$ cat config.mk
export PLATFORM = sky130hd
export DESIGN_NAME = smhg_host
export DESIGN_NICKNAME = d
export VERILOG_FILES = /design/src/logic/smhg_pkg.sv /design/src/logic/smhg_sync.sv /design/src/logic/smhg_host.sv
export SDC_FILE = /design/constraint.sdc
export NUM_CORES = 1
export LEC_CHECK = 0
export BUFFER_PORTS_ARGS = -buffer_cell sky130_fd_sc_hd__buf_4
export CAP_MARGIN = 20
export CORE_MARGIN = 2
export CORE_UTILIZATION = 51
export DETAILED_ROUTE_END_ITERATION = 12
export HOLD_SLACK_MARGIN = 0.1
export PLACE_DENSITY = 0.79
export SLEW_MARGIN = 30
export SYNTH_ARGS = -nofsm -noshare
export SYNTH_HDL_FRONTEND = slang
export SYNTH_HIERARCHICAL = 1
export SYNTH_SLANG_ARGS = --single-unit
$ cat constraint.sdc
create_clock -name sys_clk -period 2.1 [get_ports sys_clk]
set_input_delay 0.315 -clock sys_clk [delete_from_list [all_inputs] [get_ports sys_clk]]
set_output_delay 0.315 -clock sys_clk [all_outputs]
set_load 0.02 [all_outputs]
$ cat src/logic/smhg_pkg.sv
// Constants and types for the stacked flash/SRAM host controller.
// Assumes a 250 MHz sys_clk; pin timings are counted in its cycles.
//
// What the datasheet requires
// (RULE1) SRAM writes only while primary select low, secondary high, strobe low together.
// (RULE2) Write starts at last qualifying assertion, ends at first deassertion.
// (RULE3) Host never selects SRAM while flash select is low.
// (RULE4) Host holds flash reset low at power-up, over 100 ns after supply good.
// (RULE5) Flash refuses writes and erases while its reset input is low.
// (RULE6) Write-protect low locks the flash boot blocks.
// (RULE7) Write-protect does not lock parameter or main blocks.
// (RULE8) Program supply below lockout level disables all flash writes.
// (RULE9) Host programs 0 only at bits changing 1 to 0, else 1. Code: SMHG_OP_FLASH_PG only; SMHG_OP_FLASH_WR drives req_wdata as is.
// (RULE10) Host issues no erase, write or lock command while program supply invalid.
// (RULE11) Lower lane enable gates bits 0-7, upper gates 8-15; high means idle.
package smhg_pkg;

  localparam int          CLK_MHZ        = 250;
  localparam int          RST_HOLD_NS    = 100;
  // Strictly longer than the hold time, rounded up
  localparam int          RST_HOLD_CYC   = (RST_HOLD_NS * CLK_MHZ) / 1000 + 1;
  localparam int          SRAM_WP_NS     = 60;
  localparam int          SRAM_WP_CYC    = (SRAM_WP_NS * CLK_MHZ + 999) / 1000;
  localparam int          FLASH_WP_NS    = 60;
  localparam int          FLASH_WP_CYC   = (FLASH_WP_NS * CLK_MHZ + 999) / 1000;
  localparam int          RD_NS          = 90;
  localparam int          RD_CYC         = (RD_NS * CLK_MHZ + 999) / 1000;
  localparam int          CNT_W          = 6;
  localparam int          ADDR_W         = 20;
  localparam int          DATA_W         = 16;
  localparam int          BOOT_BLK_WORDS = 4096;
  localparam int          BOOT_BLKS      = 2;
  localparam logic [ADDR_W-1:0] BOOT_END = 20'h02000;

  // Request kinds
  typedef enum logic [2:0] {
    SMHG_OP_SRAM_RD  = 3'h0,
    SMHG_OP_SRAM_WR  = 3'h1,
    SMHG_OP_FLASH_RD = 3'h2,
    SMHG_OP_FLASH_WR = 3'h3,
    SMHG_OP_FLASH_PG = 3'h4
  } smhg_op_t;

  // Result codes
  typedef enum logic [1:0] {
    SMHG_RES_OK      = 2'h0,
    SMHG_RES_LOCKED  = 2'h1,
    SMHG_RES_NOSUPP  = 2'h2,
    SMHG_RES_INRESET = 2'h3
  } smhg_res_t;

  // Gray-coded along idle -> setup -> pulse -> hold
  typedef enum logic [2:0] {
    SMHG_ST_PWRUP = 3'b000,
    SMHG_ST_IDLE  = 3'b001,
    SMHG_ST_SETUP = 3'b011,
    SMHG_ST_PULSE = 3'b010,
    SMHG_ST_HOLD  = 3'b110,
    SMHG_ST_DONE  = 3'b111
  } smhg_state_t;

  // Word to program so only 1->0 bits carry 0
  function automatic logic [DATA_W-1:0] prog_word(input logic [DATA_W-1:0] cur,
                                                  input logic [DATA_W-1:0] want);
    prog_word = ~(cur & ~want);
  endfunction : prog_word

  function automatic logic in_boot(input logic [ADDR_W-1:0] a);
    in_boot = (a < BOOT_END);
  endfunction : in_boot

endpackage : smhg_pkg

$ cat src/logic/smhg_sync.sv
// Two-flop synchroniser for a vector of pin levels.
// Assumes inputs are asynchronous to sys_clk.
`timescale 1ns/1ps
`default_nettype none
module smhg_sync #(
  parameter int W = 1
) (
  // Clock and reset
  input  wire logic         sys_clk,
  input  wire logic         rst_n,
  // Levels
  input  wire logic [W-1:0] async_in,
  output var  logic [W-1:0] sync_out
);
  logic [W-1:0] meta_q;

  always_ff @(posedge sys_clk or negedge rst_n) begin
    if (!rst_n) begin
      meta_q   <= '0;
      sync_out <= '0;
    end else begin
      meta_q   <= async_in;
      sync_out <= meta_q;
    end
  end
endmodule : smhg_sync
`default_nettype wire

$ cat src/logic/smhg_host.sv
// Host controller for a stacked flash plus SRAM on a shared bus.
// Assumes one request at a time on the user port; supply-good from a monitor pin.
`timescale 1ns/1ps
`default_nettype none
module smhg_host
  import smhg_pkg::*;
(
  // Clock and reset
  input  wire logic              sys_clk,
  input  wire logic              rst_n,
  // Supply monitor pins
  input  wire logic              flash_supply_good,
  input  wire logic              program_supply_ok,
  // User request port
  input  wire logic              req_valid,
  input  wire smhg_op_t          req_op,
  input  wire logic [ADDR_W-1:0] req_addr,
  input  wire logic [DATA_W-1:0] req_wdata,
  input  wire logic [1:0]        req_lane_en,
  input  wire logic              boot_protect,
  output logic                   req_ready,
  output logic                   rsp_valid,
  output smhg_res_t              rsp_code,
  output logic [DATA_W-1:0]      rsp_rdata,
  // Device pins
  output logic [ADDR_W-1:0]      mem_addr,
  input  wire logic [DATA_W-1:0] mem_dq_in,
  output logic [DATA_W-1:0]      mem_dq_out,
  output logic                   mem_dq_oe,
  output logic                   flash_select_n,
  output logic                   flash_write_n,
  output logic                   flash_read_n,
  output logic                   flash_powerdown_reset_n,
  output logic                   flash_write_protect_n,
  output logic                   sram_primary_select_n,
  output logic                   sram_secondary_select,
  output logic                   sram_write_n,
  output logic                   sram_read_n,
  output logic                   sram_upper_lane_enable_n,
  output logic                   sram_lower_lane_enable_n
);
  smhg_state_t       st_q;
  logic [CNT_W-1:0]  cnt_q;
  logic [1:0]        pins_s;
  logic              vcc_ok;
  logic              vpp_ok;
  smhg_op_t          op_q;
  logic              wr_q;
  logic [DATA_W-1:0] dq_in_s;

  smhg_sync #(.W(2)) u_sync (
    .sys_clk  (sys_clk),
    .rst_n    (rst_n),
    .async_in ({flash_supply_good, program_supply_ok}),
    .sync_out (pins_s)
  );
  assign vcc_ok = pins_s[1];
  assign vpp_ok = pins_s[0];

  smhg_sync #(.W(DATA_W)) u_dq_sync (
    .sys_clk  (sys_clk),
    .rst_n    (rst_n),
    .async_in (mem_dq_in),
    .sync_out (dq_in_s)
  );

  // Request checks
  function automatic smhg_res_t check(input smhg_op_t op, input logic [ADDR_W-1:0] a,
                                      input logic prot, input logic vpp);
    check = SMHG_RES_OK;
    if (op == SMHG_OP_FLASH_WR || op == SMHG_OP_FLASH_PG) begin
      if (!vpp)
        check = SMHG_RES_NOSUPP;            // [RULE10] [RULE8]
      else if (prot && in_boot(a))
        check = SMHG_RES_LOCKED;            // [RULE6] [RULE7]
    end
  endfunction : check

  // Sequencer
  always_ff @(posedge sys_clk or negedge rst_n) begin
    if (!rst_n) begin
      st_q      <= SMHG_ST_PWRUP;
      cnt_q     <= '0;
      op_q      <= SMHG_OP_SRAM_RD;
      wr_q      <= 1'b0;
      req_ready <= 1'b0;
      rsp_valid <= 1'b0;
      rsp_code  <= SMHG_RES_OK;
      rsp_rdata <= '0;
    end else begin
      rsp_valid <= 1'b0;
      unique case (st_q)
        SMHG_ST_PWRUP: begin
          // Hold reset until supply good plus a strict margin
          if (!vcc_ok)
            cnt_q <= '0;                    // [RULE4]
          else if (cnt_q == CNT_W'(RST_HOLD_CYC)) begin
            st_q      <= SMHG_ST_IDLE;
            req_ready <= 1'b1;
          end else
            cnt_q <= cnt_q + 1'b1;          // [RULE4]
        end
        SMHG_ST_IDLE: begin
          if (!vcc_ok) begin
            st_q      <= SMHG_ST_PWRUP;     // [RULE5]
            cnt_q     <= '0;
            req_ready <= 1'b0;
          end else if (req_valid) begin
            req_ready <= 1'b0;
            if (check(req_op, req_addr, boot_protect, vpp_ok) != SMHG_RES_OK) begin
              rsp_valid <= 1'b1;
              rsp_code  <= check(req_op, req_addr, boot_protect, vpp_ok);
              st_q      <= SMHG_ST_DONE;
            end else begin
              op_q  <= req_op;
              wr_q  <= (req_op == SMHG_OP_SRAM_WR) || (req_op == SMHG_OP_FLASH_WR)
                       || (req_op == SMHG_OP_FLASH_PG);
              st_q  <= SMHG_ST_SETUP;
              cnt_q <= '0;
            end
          end
        end
        SMHG_ST_SETUP: begin
          st_q  <= SMHG_ST_PULSE;
          cnt_q <= '0;
        end
        SMHG_ST_PULSE: begin
          if ((op_q == SMHG_OP_SRAM_WR && cnt_q == CNT_W'(SRAM_WP_CYC - 1)) ||
              (wr_q && op_q != SMHG_OP_SRAM_WR && cnt_q == CNT_W'(FLASH_WP_CYC - 1)) ||
              (!wr_q && cnt_q == CNT_W'(RD_CYC + 1))) begin
            st_q      <= SMHG_ST_HOLD;      // [RULE2]
            rsp_rdata <= dq_in_s;
          end else
            cnt_q <= cnt_q + 1'b1;
        end
        SMHG_ST_HOLD: begin
          rsp_valid <= 1'b1;
          rsp_code  <= SMHG_RES_OK;
          st_q      <= SMHG_ST_DONE;
        end
        SMHG_ST_DONE: begin
          st_q      <= SMHG_ST_IDLE;
          req_ready <= 1'b1;
        end
        default: begin
          st_q      <= SMHG_ST_PWRUP;
          cnt_q     <= '0;
          req_ready <= 1'b0;
        end
      endcase
    end
  end

  // Flash reset pin
  always_ff @(posedge sys_clk or negedge rst_n) begin
    if (!rst_n)
      flash_powerdown_reset_n <= 1'b0;      // [RULE4]
    else
      flash_powerdown_reset_n <= (st_q != SMHG_ST_PWRUP) && vcc_ok; // [RULE4] [RULE5]
  end

  // Protect pin follows the user's boot-lock wish
  always_ff @(posedge sys_clk or negedge rst_n) begin
    if (!rst_n)
      flash_write_protect_n <= 1'b0;
    else
      flash_write_protect_n <= !boot_protect; // [RULE6]
  end

  // Address, data and selects
  always_ff @(posedge sys_clk or negedge rst_n) begin
    if (!rst_n) begin
      mem_addr                 <= '0;
      mem_dq_out               <= '0;
      mem_dq_oe                <= 1'b0;
      flash_select_n           <= 1'b1;
      sram_primary_select_n    <= 1'b1;
      sram_secondary_select    <= 1'b0;
      sram_upper_lane_enable_n <= 1'b1;
      sram_lower_lane_enable_n <= 1'b1;
    end else if (st_q == SMHG_ST_IDLE && req_valid && vcc_ok &&
                 check(req_op, req_addr, boot_protect, vpp_ok) == SMHG_RES_OK) begin
      mem_addr <= req_addr;
      mem_dq_out <= (req_op == SMHG_OP_FLASH_PG) ? prog_word(rsp_rdata, req_wdata)
                                                : req_wdata; // [RULE9]
      mem_dq_oe <= (req_op == SMHG_OP_SRAM_WR) || (req_op == SMHG_OP_FLASH_WR)
                   || (req_op == SMHG_OP_FLASH_PG);
      // Only one memory selected at a time
      flash_select_n        <= (req_op == SMHG_OP_SRAM_RD) || (req_op == SMHG_OP_SRAM_WR); // [RULE3]
      sram_primary_select_n <= !((req_op == SMHG_OP_SRAM_RD) || (req_op == SMHG_OP_SRAM_WR));
      sram_secondary_select <= (req_op == SMHG_OP_SRAM_RD) || (req_op == SMHG_OP_SRAM_WR); // [RULE3]
      sram_lower_lane_enable_n <= !req_lane_en[0]; // [RULE11]
      sram_upper_lane_enable_n <= !req_lane_en[1]; // [RULE11]
    end else if (st_q == SMHG_ST_HOLD || st_q == SMHG_ST_DONE) begin
      mem_dq_oe                <= 1'b0;
      flash_select_n           <= 1'b1;
      sram_primary_select_n    <= 1'b1;
      sram_secondary_select    <= 1'b0;
      sram_upper_lane_enable_n <= 1'b1;
      sram_lower_lane_enable_n <= 1'b1;
    end
  end

  // Strobes: asserted inside the select window; write strobes released first, read strobes with the selects
  always_ff @(posedge sys_clk or negedge rst_n) begin
    if (!rst_n) begin
      flash_write_n <= 1'b1;
      flash_read_n  <= 1'b1;
      sram_write_n  <= 1'b1;
      sram_read_n   <= 1'b1;
    end else begin
      flash_write_n <= !(st_q == SMHG_ST_SETUP && wr_q && op_q != SMHG_OP_SRAM_WR
                         || st_q == SMHG_ST_PULSE && wr_q && op_q != SMHG_OP_SRAM_WR
                            && cnt_q != CNT_W'(FLASH_WP_CYC - 1));
      sram_write_n  <= !(st_q == SMHG_ST_SETUP && op_q == SMHG_OP_SRAM_WR
                         || st_q == SMHG_ST_PULSE && op_q == SMHG_OP_SRAM_WR
                            && cnt_q != CNT_W'(SRAM_WP_CYC - 1)); // [RULE1] [RULE2]
      flash_read_n  <= !((st_q == SMHG_ST_SETUP || st_q == SMHG_ST_PULSE)
                         && op_q == SMHG_OP_FLASH_RD);
      sram_read_n   <= !((st_q == SMHG_ST_SETUP || st_q == SMHG_ST_PULSE)
                         && op_q == SMHG_OP_SRAM_RD);
    end
  end
endmodule : smhg_host
`default_nettype wire

==> report_table.html <==
<table>
<tr><th>Metric</th><th>Value</th></tr>
<tr><th colspan="2">Cells and area</th></tr>
<tr><td>Number of nets in the final layout</td><td>611</td></tr>
<tr><td>Filler instances</td><td>416</td></tr>
<tr><td>Count of placed standard cells in the final layout, fillers left out</td><td>663</td></tr>
<tr><td>Diode insertion count for antenna repair</td><td>0</td></tr>
<tr><td>Area growth from synthesis to final layout</td><td>52.11%</td></tr>
<tr><td>Share of layout cells above drive strength 1</td><td>40.32%</td></tr>
<tr><th colspan="2">Floorplan</th></tr>
<tr><td>Die Y</td><td>96.82 um</td></tr>
<tr><td>Initial core utilization</td><td>52.95%</td></tr>
<tr><td>Area of the core</td><td>8299 um^2</td></tr>
<tr><td>Die area</td><td>9374 um^2</td></tr>
<tr><td>Number of placement rows</td><td>33</td></tr>
<tr><td>Width of the die</td><td>96.82 um</td></tr>
<tr><td>Number of I/O pins</td><td>131</td></tr>
<tr><th colspan="2">Timing</th></tr>
<tr><td>Final max-slew violation count</td><td>0</td></tr>
<tr><td>Sum of negative setup slack</td><td>0 ns</td></tr>
<tr><td>Setup repair after global routing missed its margin</td><td>no</td></tr>
<tr><td>Normalized max-slew margin</td><td>68.03%</td></tr>
<tr><td>Post-route clock period utilization</td><td>91.28%</td></tr>
<tr><td>Final worst clock skew</td><td>0.01067 ns</td></tr>
<tr><td>Maximum frequency from static timing analysis</td><td>521.7 MHz</td></tr>
<tr><td>Slew at the pin closest to its max-slew limit</td><td>0.4795 ns</td></tr>
<tr><td>Hold Slack</td><td>0.1279 ns</td></tr>
<tr><td>Hold Violations, Final</td><td>0</td></tr>
<tr><td>Time the final worst path needs with I/O delays and setup</td><td>1.917 ns</td></tr>
<tr><td>Final setup violating endpoints</td><td>0</td></tr>
<tr><td>Final worst-path setup slack</td><td>0.1832 ns</td></tr>
<tr><th colspan="2">Logic synthesis</th></tr>
<tr><td>Cell type with the largest total area after synthesis</td><td>dfrtp_1</td></tr>
<tr><td>Combinational family with the most area after synthesis</td><td>multiplexers</td></tr>
<tr><td>Share of async-settable or async-resettable flops after synthesis</td><td>100.0%</td></tr>
<tr><td>Share of synthesized area occupied by flip-flops and latches</td><td>66.86%</td></tr>
<tr><td>Simple-Gate Fraction of Synth Area</td><td>10.48%</td></tr>
<tr><td>XOR/XNOR share of the synthesized area</td><td>0%</td></tr>
<tr><td>Biggest area contributors in the synthesized netlist</td><td>dfrtp_1 (62%), mux2_2 (8.2%), nor2_1 (5.2%), dfstp_2 (4.8%), a21oi_1 (2.7%)</td></tr>
<tr><td>Cell area after synthesis</td><td>4394 um^2</td></tr>
<tr><td>Mux cell area share after synthesis</td><td>11.28%</td></tr>
<tr><td>Yosys warns</td><td>6</td></tr>
<tr><td>EDFF count, synth</td><td>0</td></tr>
<tr><td>Compound-cell area share of the yosys netlist</td><td>7.603%</td></tr>
<tr><td>Area share of the largest cell type after synthesis</td><td>62.07%</td></tr>
<tr><td>Post-synthesis area per instance</td><td>12.81 um^2</td></tr>
<tr><td>Flip-flop and latch count after synthesis</td><td>117</td></tr>
<tr><td>Number of instances in the synthesized netlist</td><td>343</td></tr>
<tr><td>Post-synthesis share of cell area spent on full adders, half adders and majority gates</td><td>0.8542%</td></tr>
<tr><td>Predominant post-synthesis flop cell</td><td>dfrtp_1</td></tr>
<tr><td>Syn nets</td><td>409</td></tr>
<tr><td>Number of distinct library cells after synthesis</td><td>45</td></tr>
<tr><th colspan="2">Run</th></tr>
<tr><td>Max-cap violations</td><td>0</td></tr>
<tr><th colspan="2">Worst setup path</th></tr>
<tr><td>Top fanout value on the critical path</td><td>6</td></tr>
<tr><td>Critical path start-end classification</td><td>in2reg</td></tr>
<tr><td>CP required</td><td>2.52 ns</td></tr>
<tr><td>Endpoint class of the critical path</td><td>flop</td></tr>
<tr><td>CP max stage delay</td><td>0.54 ns</td></tr>
<tr><td>Worst path arrival time</td><td>2.33 ns</td></tr>
<tr><td>Series of cell instances along the critical path</td><td>dlygate4sd3_1 &gt; buf_4 &gt; nor4_1 &gt; a21bo_2 &gt; a21boi_0 &gt; o2111a_1 &gt; o211ai_1</td></tr>
<tr><td>Nature of the critical path startpoint</td><td>input port</td></tr>
<tr><td>Worst path slowest cell</td><td>dlygate4sd3_1</td></tr>
<tr><th colspan="2">Clock tree</th></tr>
<tr><td>CTS Buf Count</td><td>17</td></tr>
<tr><td>Setup fix buffers added after clock tree synthesis</td><td>0</td></tr>
<tr><td>CTS H-tree lvls</td><td>4</td></tr>
<tr><td>Number of buffers between clock root and the deepest sink</td><td>2</td></tr>
<tr><td>Insertion delay of the later-clocked pin in the worst-skew pair</td><td>0.51 ns</td></tr>
<tr><td>Clock transition at the register clock pins on the worst setup and hold paths after CTS</td><td>0.06 ns</td></tr>
<tr><td>Clock net sink count</td><td>117</td></tr>
<tr><td>CTS tree</td><td>yes</td></tr>
<tr><td>Root buffer cell</td><td>clkbuf_8</td></tr>
<tr><th colspan="2">Global routing</th></tr>
<tr><td>Largest net degree at the start of global routing</td><td>46</td></tr>
<tr><td>Via count of the first global-routing pass</td><td>3771</td></tr>
<tr><td>Global Route met3 Usage</td><td>7.876%</td></tr>
<tr><td>Grt peak-use layer</td><td>met2</td></tr>
<tr><td>First-pass GRT wire length</td><td>18760 um</td></tr>
<tr><td>Initial antenna violation count</td><td>0</td></tr>
<tr><td>Grt ovf</td><td>0</td></tr>
<tr><td>Global routing usage on met2</td><td>43.59%</td></tr>
<tr><td>Met1 routing resource usage after global routing</td><td>29.75%</td></tr>
<tr><td>GRT Total Usage</td><td>25.81%</td></tr>
<tr><th colspan="2">Power</th></tr>
<tr><td>Standby leakage power</td><td>3.337 nW</td></tr>
<tr><td>Power Dens Cells</td><td>783.9 nW/um^2</td></tr>
<tr><td>Peak supply drop</td><td>0.5350 mV</td></tr>
<tr><th colspan="2">Detailed routing</th></tr>
<tr><td>Routed len/inst</td><td>17.06 um</td></tr>
<tr><td>Final routed DRC violation total</td><td>0</td></tr>
<tr><td>Number of vias per cell</td><td>5.238</td></tr>
<tr><td>WL final</td><td>11310 um</td></tr>
<tr><td>Post-route antenna net violation count</td><td>0</td></tr>
<tr><td>Via count</td><td>3473</td></tr>
<tr><td>Iter 0 DRT Violations</td><td>173</td></tr>
<tr><td>Initial DRT Pass Iterations</td><td>5</td></tr>
<tr><th colspan="2">Placement</th></tr>
<tr><td>Post-Place Worst Slack</td><td>0.1752 ns</td></tr>
<tr><td>Weighted congestion reported at the end of routability-driven placement</td><td>0.8140</td></tr>
<tr><td>Detailed placement HPWL</td><td>6360 um</td></tr>
<tr><td>Port-buffer cells</td><td>130</td></tr>
<tr><td>DP Cell Count</td><td>571</td></tr>
<tr><th colspan="2">Hold path</th></tr>
<tr><td>Class of the tightest hold or removal check</td><td>in2reg</td></tr>
<tr><th colspan="2">Outcome</th></tr>
<tr><td>Run status</td><td>finished, final reports clean</td></tr>
</table>
## synth_stat cells, types with 2 or more instances
| master | instances |
|---|---|
| dfrtp_1 | 109 |
| nor2_1 | 61 |
| mux2_2 | 32 |
| a21oi_1 | 24 |
| nand2_1 | 14 |
| inv_1 | 11 |
| dfstp_2 | 8 |
| buf_2 | 7 |
| mux2_4 | 7 |
| o21ai_0 | 6 |
| clkbuf_1 | 5 |
| nand3_1 | 5 |
| a31oi_1 | 4 |
| nor3_1 | 4 |
| buf_6 | 3 |
| ha_1 | 3 |
| mux2i_1 | 3 |
| nand4_1 | 3 |
| o22ai_1 | 3 |
| a21boi_0 | 2 |
| and4bb_2 | 2 |
| nand3b_1 | 2 |
| nor2b_1 | 2 |
| o31ai_1 | 2 |
## worst max-delay path, delay by kind of cell
family | cells | cell delay, ns
AOI/OAI and AO/OA | 4 | 0.96
buffers and inverters | 2 | 0.68
and+or+nand+nor | 1 | 0.39
## what timing repair did
item | CTS | global route
hold endpoints to repair | 90 | 0
gates resized for setup | 0 | 1
endpoints found under the setup margin | 0 | 1
hold buffers | 60 | 0
## stage by stage
step	util [%]	total power [mW]	cell area, um^2
after floorplan	-	2.393	4394
after global placement	66.65	2.549	5532
after detailed placement	66.65	2.557	5532
after CTS	80.48	5.256	6679
after global routing	80.54	5.442	6684
final	80.54	5.239	6684
## per-layer routing
| metal | up-vias | wire [um] |
|---|---|---|
| li1 | 1587 | - |
| met1 | 1707 | 4440 |
| met2 | 150 | 5710 |
| met3 | 29 | 718 |
| met4 | 0 | 445 |
| met5 | - | 0 |
## worst paths after layout
path	start	endpoint	slack (ns)	cells past startpoint
worst max-delay path	req_addr[17]	cnt_q[3]	0.18	7
worst min-delay path	req_wdata[11]	mem_dq_out[11]	0.13	3
worst max register to register	cnt_q[0]	rsp_rdata[3]	0.22	6
worst min register to register	u_dq_sync/meta_q[14]	u_dq_sync/sync_out[14]	0.35	0
max in group asynchronous	rst_n	sram_primary_select_n	1.13	3
min in group asynchronous	rst_n	mem_addr[10]	0.32	2
## flip-flops by register name, summed over array words and instances, names as in the netlist, 3 cells and up
| signal | flops |
|---|---|
| mem_addr | 20 |
| mem_dq_out | 16 |
| rsp_rdata | 16 |
| u_dq_sync/meta_q | 16 |
| u_dq_sync/sync_out | 16 |
| cnt_q | 6 |
| op_q | 3 |
| st_q | 3 |
## cell usage in the layout, fill, tap and decap left out, types with 2 or more instances in the layout
| master | n |
|---|---|
| clkbuf_16 | 16 |
| a21boi_0 | 2 |
| o22ai_1 | 3 |
| a21oi_1 | 24 |
| mux2i_1 | 3 |
| dlygate4sd3_1 | 60 |
| buf_12 | 4 |
| a31oi_1 | 4 |
| inv_1 | 11 |
| buf_4 | 134 |
| clkinv_4 | 3 |
| nor2_1 | 61 |
| dfstp_2 | 8 |
| nand3b_1 | 2 |
| nand3_1 | 5 |
| o31ai_1 | 2 |
| nand4_1 | 3 |
| inv_6 | 3 |
| nor2b_1 | 2 |
| dfrtp_1 | 109 |
| nor3_1 | 4 |
| o21ai_0 | 6 |
| and4bb_2 | 2 |
| mux2_4 | 7 |
| nand2_1 | 14 |
| clkinv_2 | 4 |
| ha_1 | 3 |
| clkinvlp_4 | 4 |
| mux2_2 | 32 |
## cell families after synthesis
logic type,Yosys count
flops,117
simple gates,102
compound gates,53
mux,42
buf+inv,26
fa+ha+maj,3
## cell type report
class,instances,area [um^2],area share [%]
Tap cell,105,131.4,1.966
Clock inverter,15,132.6,1.984
Timing Repair Buffer,198,1687,25.23
Sequential cell,117,2938,43.95
Multi-Input combinational cell,200,1340,20.05
Clock buffer,17,414.1,6.196
Inverter,11,41.29,0.6177
## power breakdown
part,total [mW],internal [mW],switching (mW)
clock,2.62,1.57,1.05
combinational,0.301,0.176,0.125
sequential,2.31,2.30,0.0164
(Power assumes the default switching activity.)
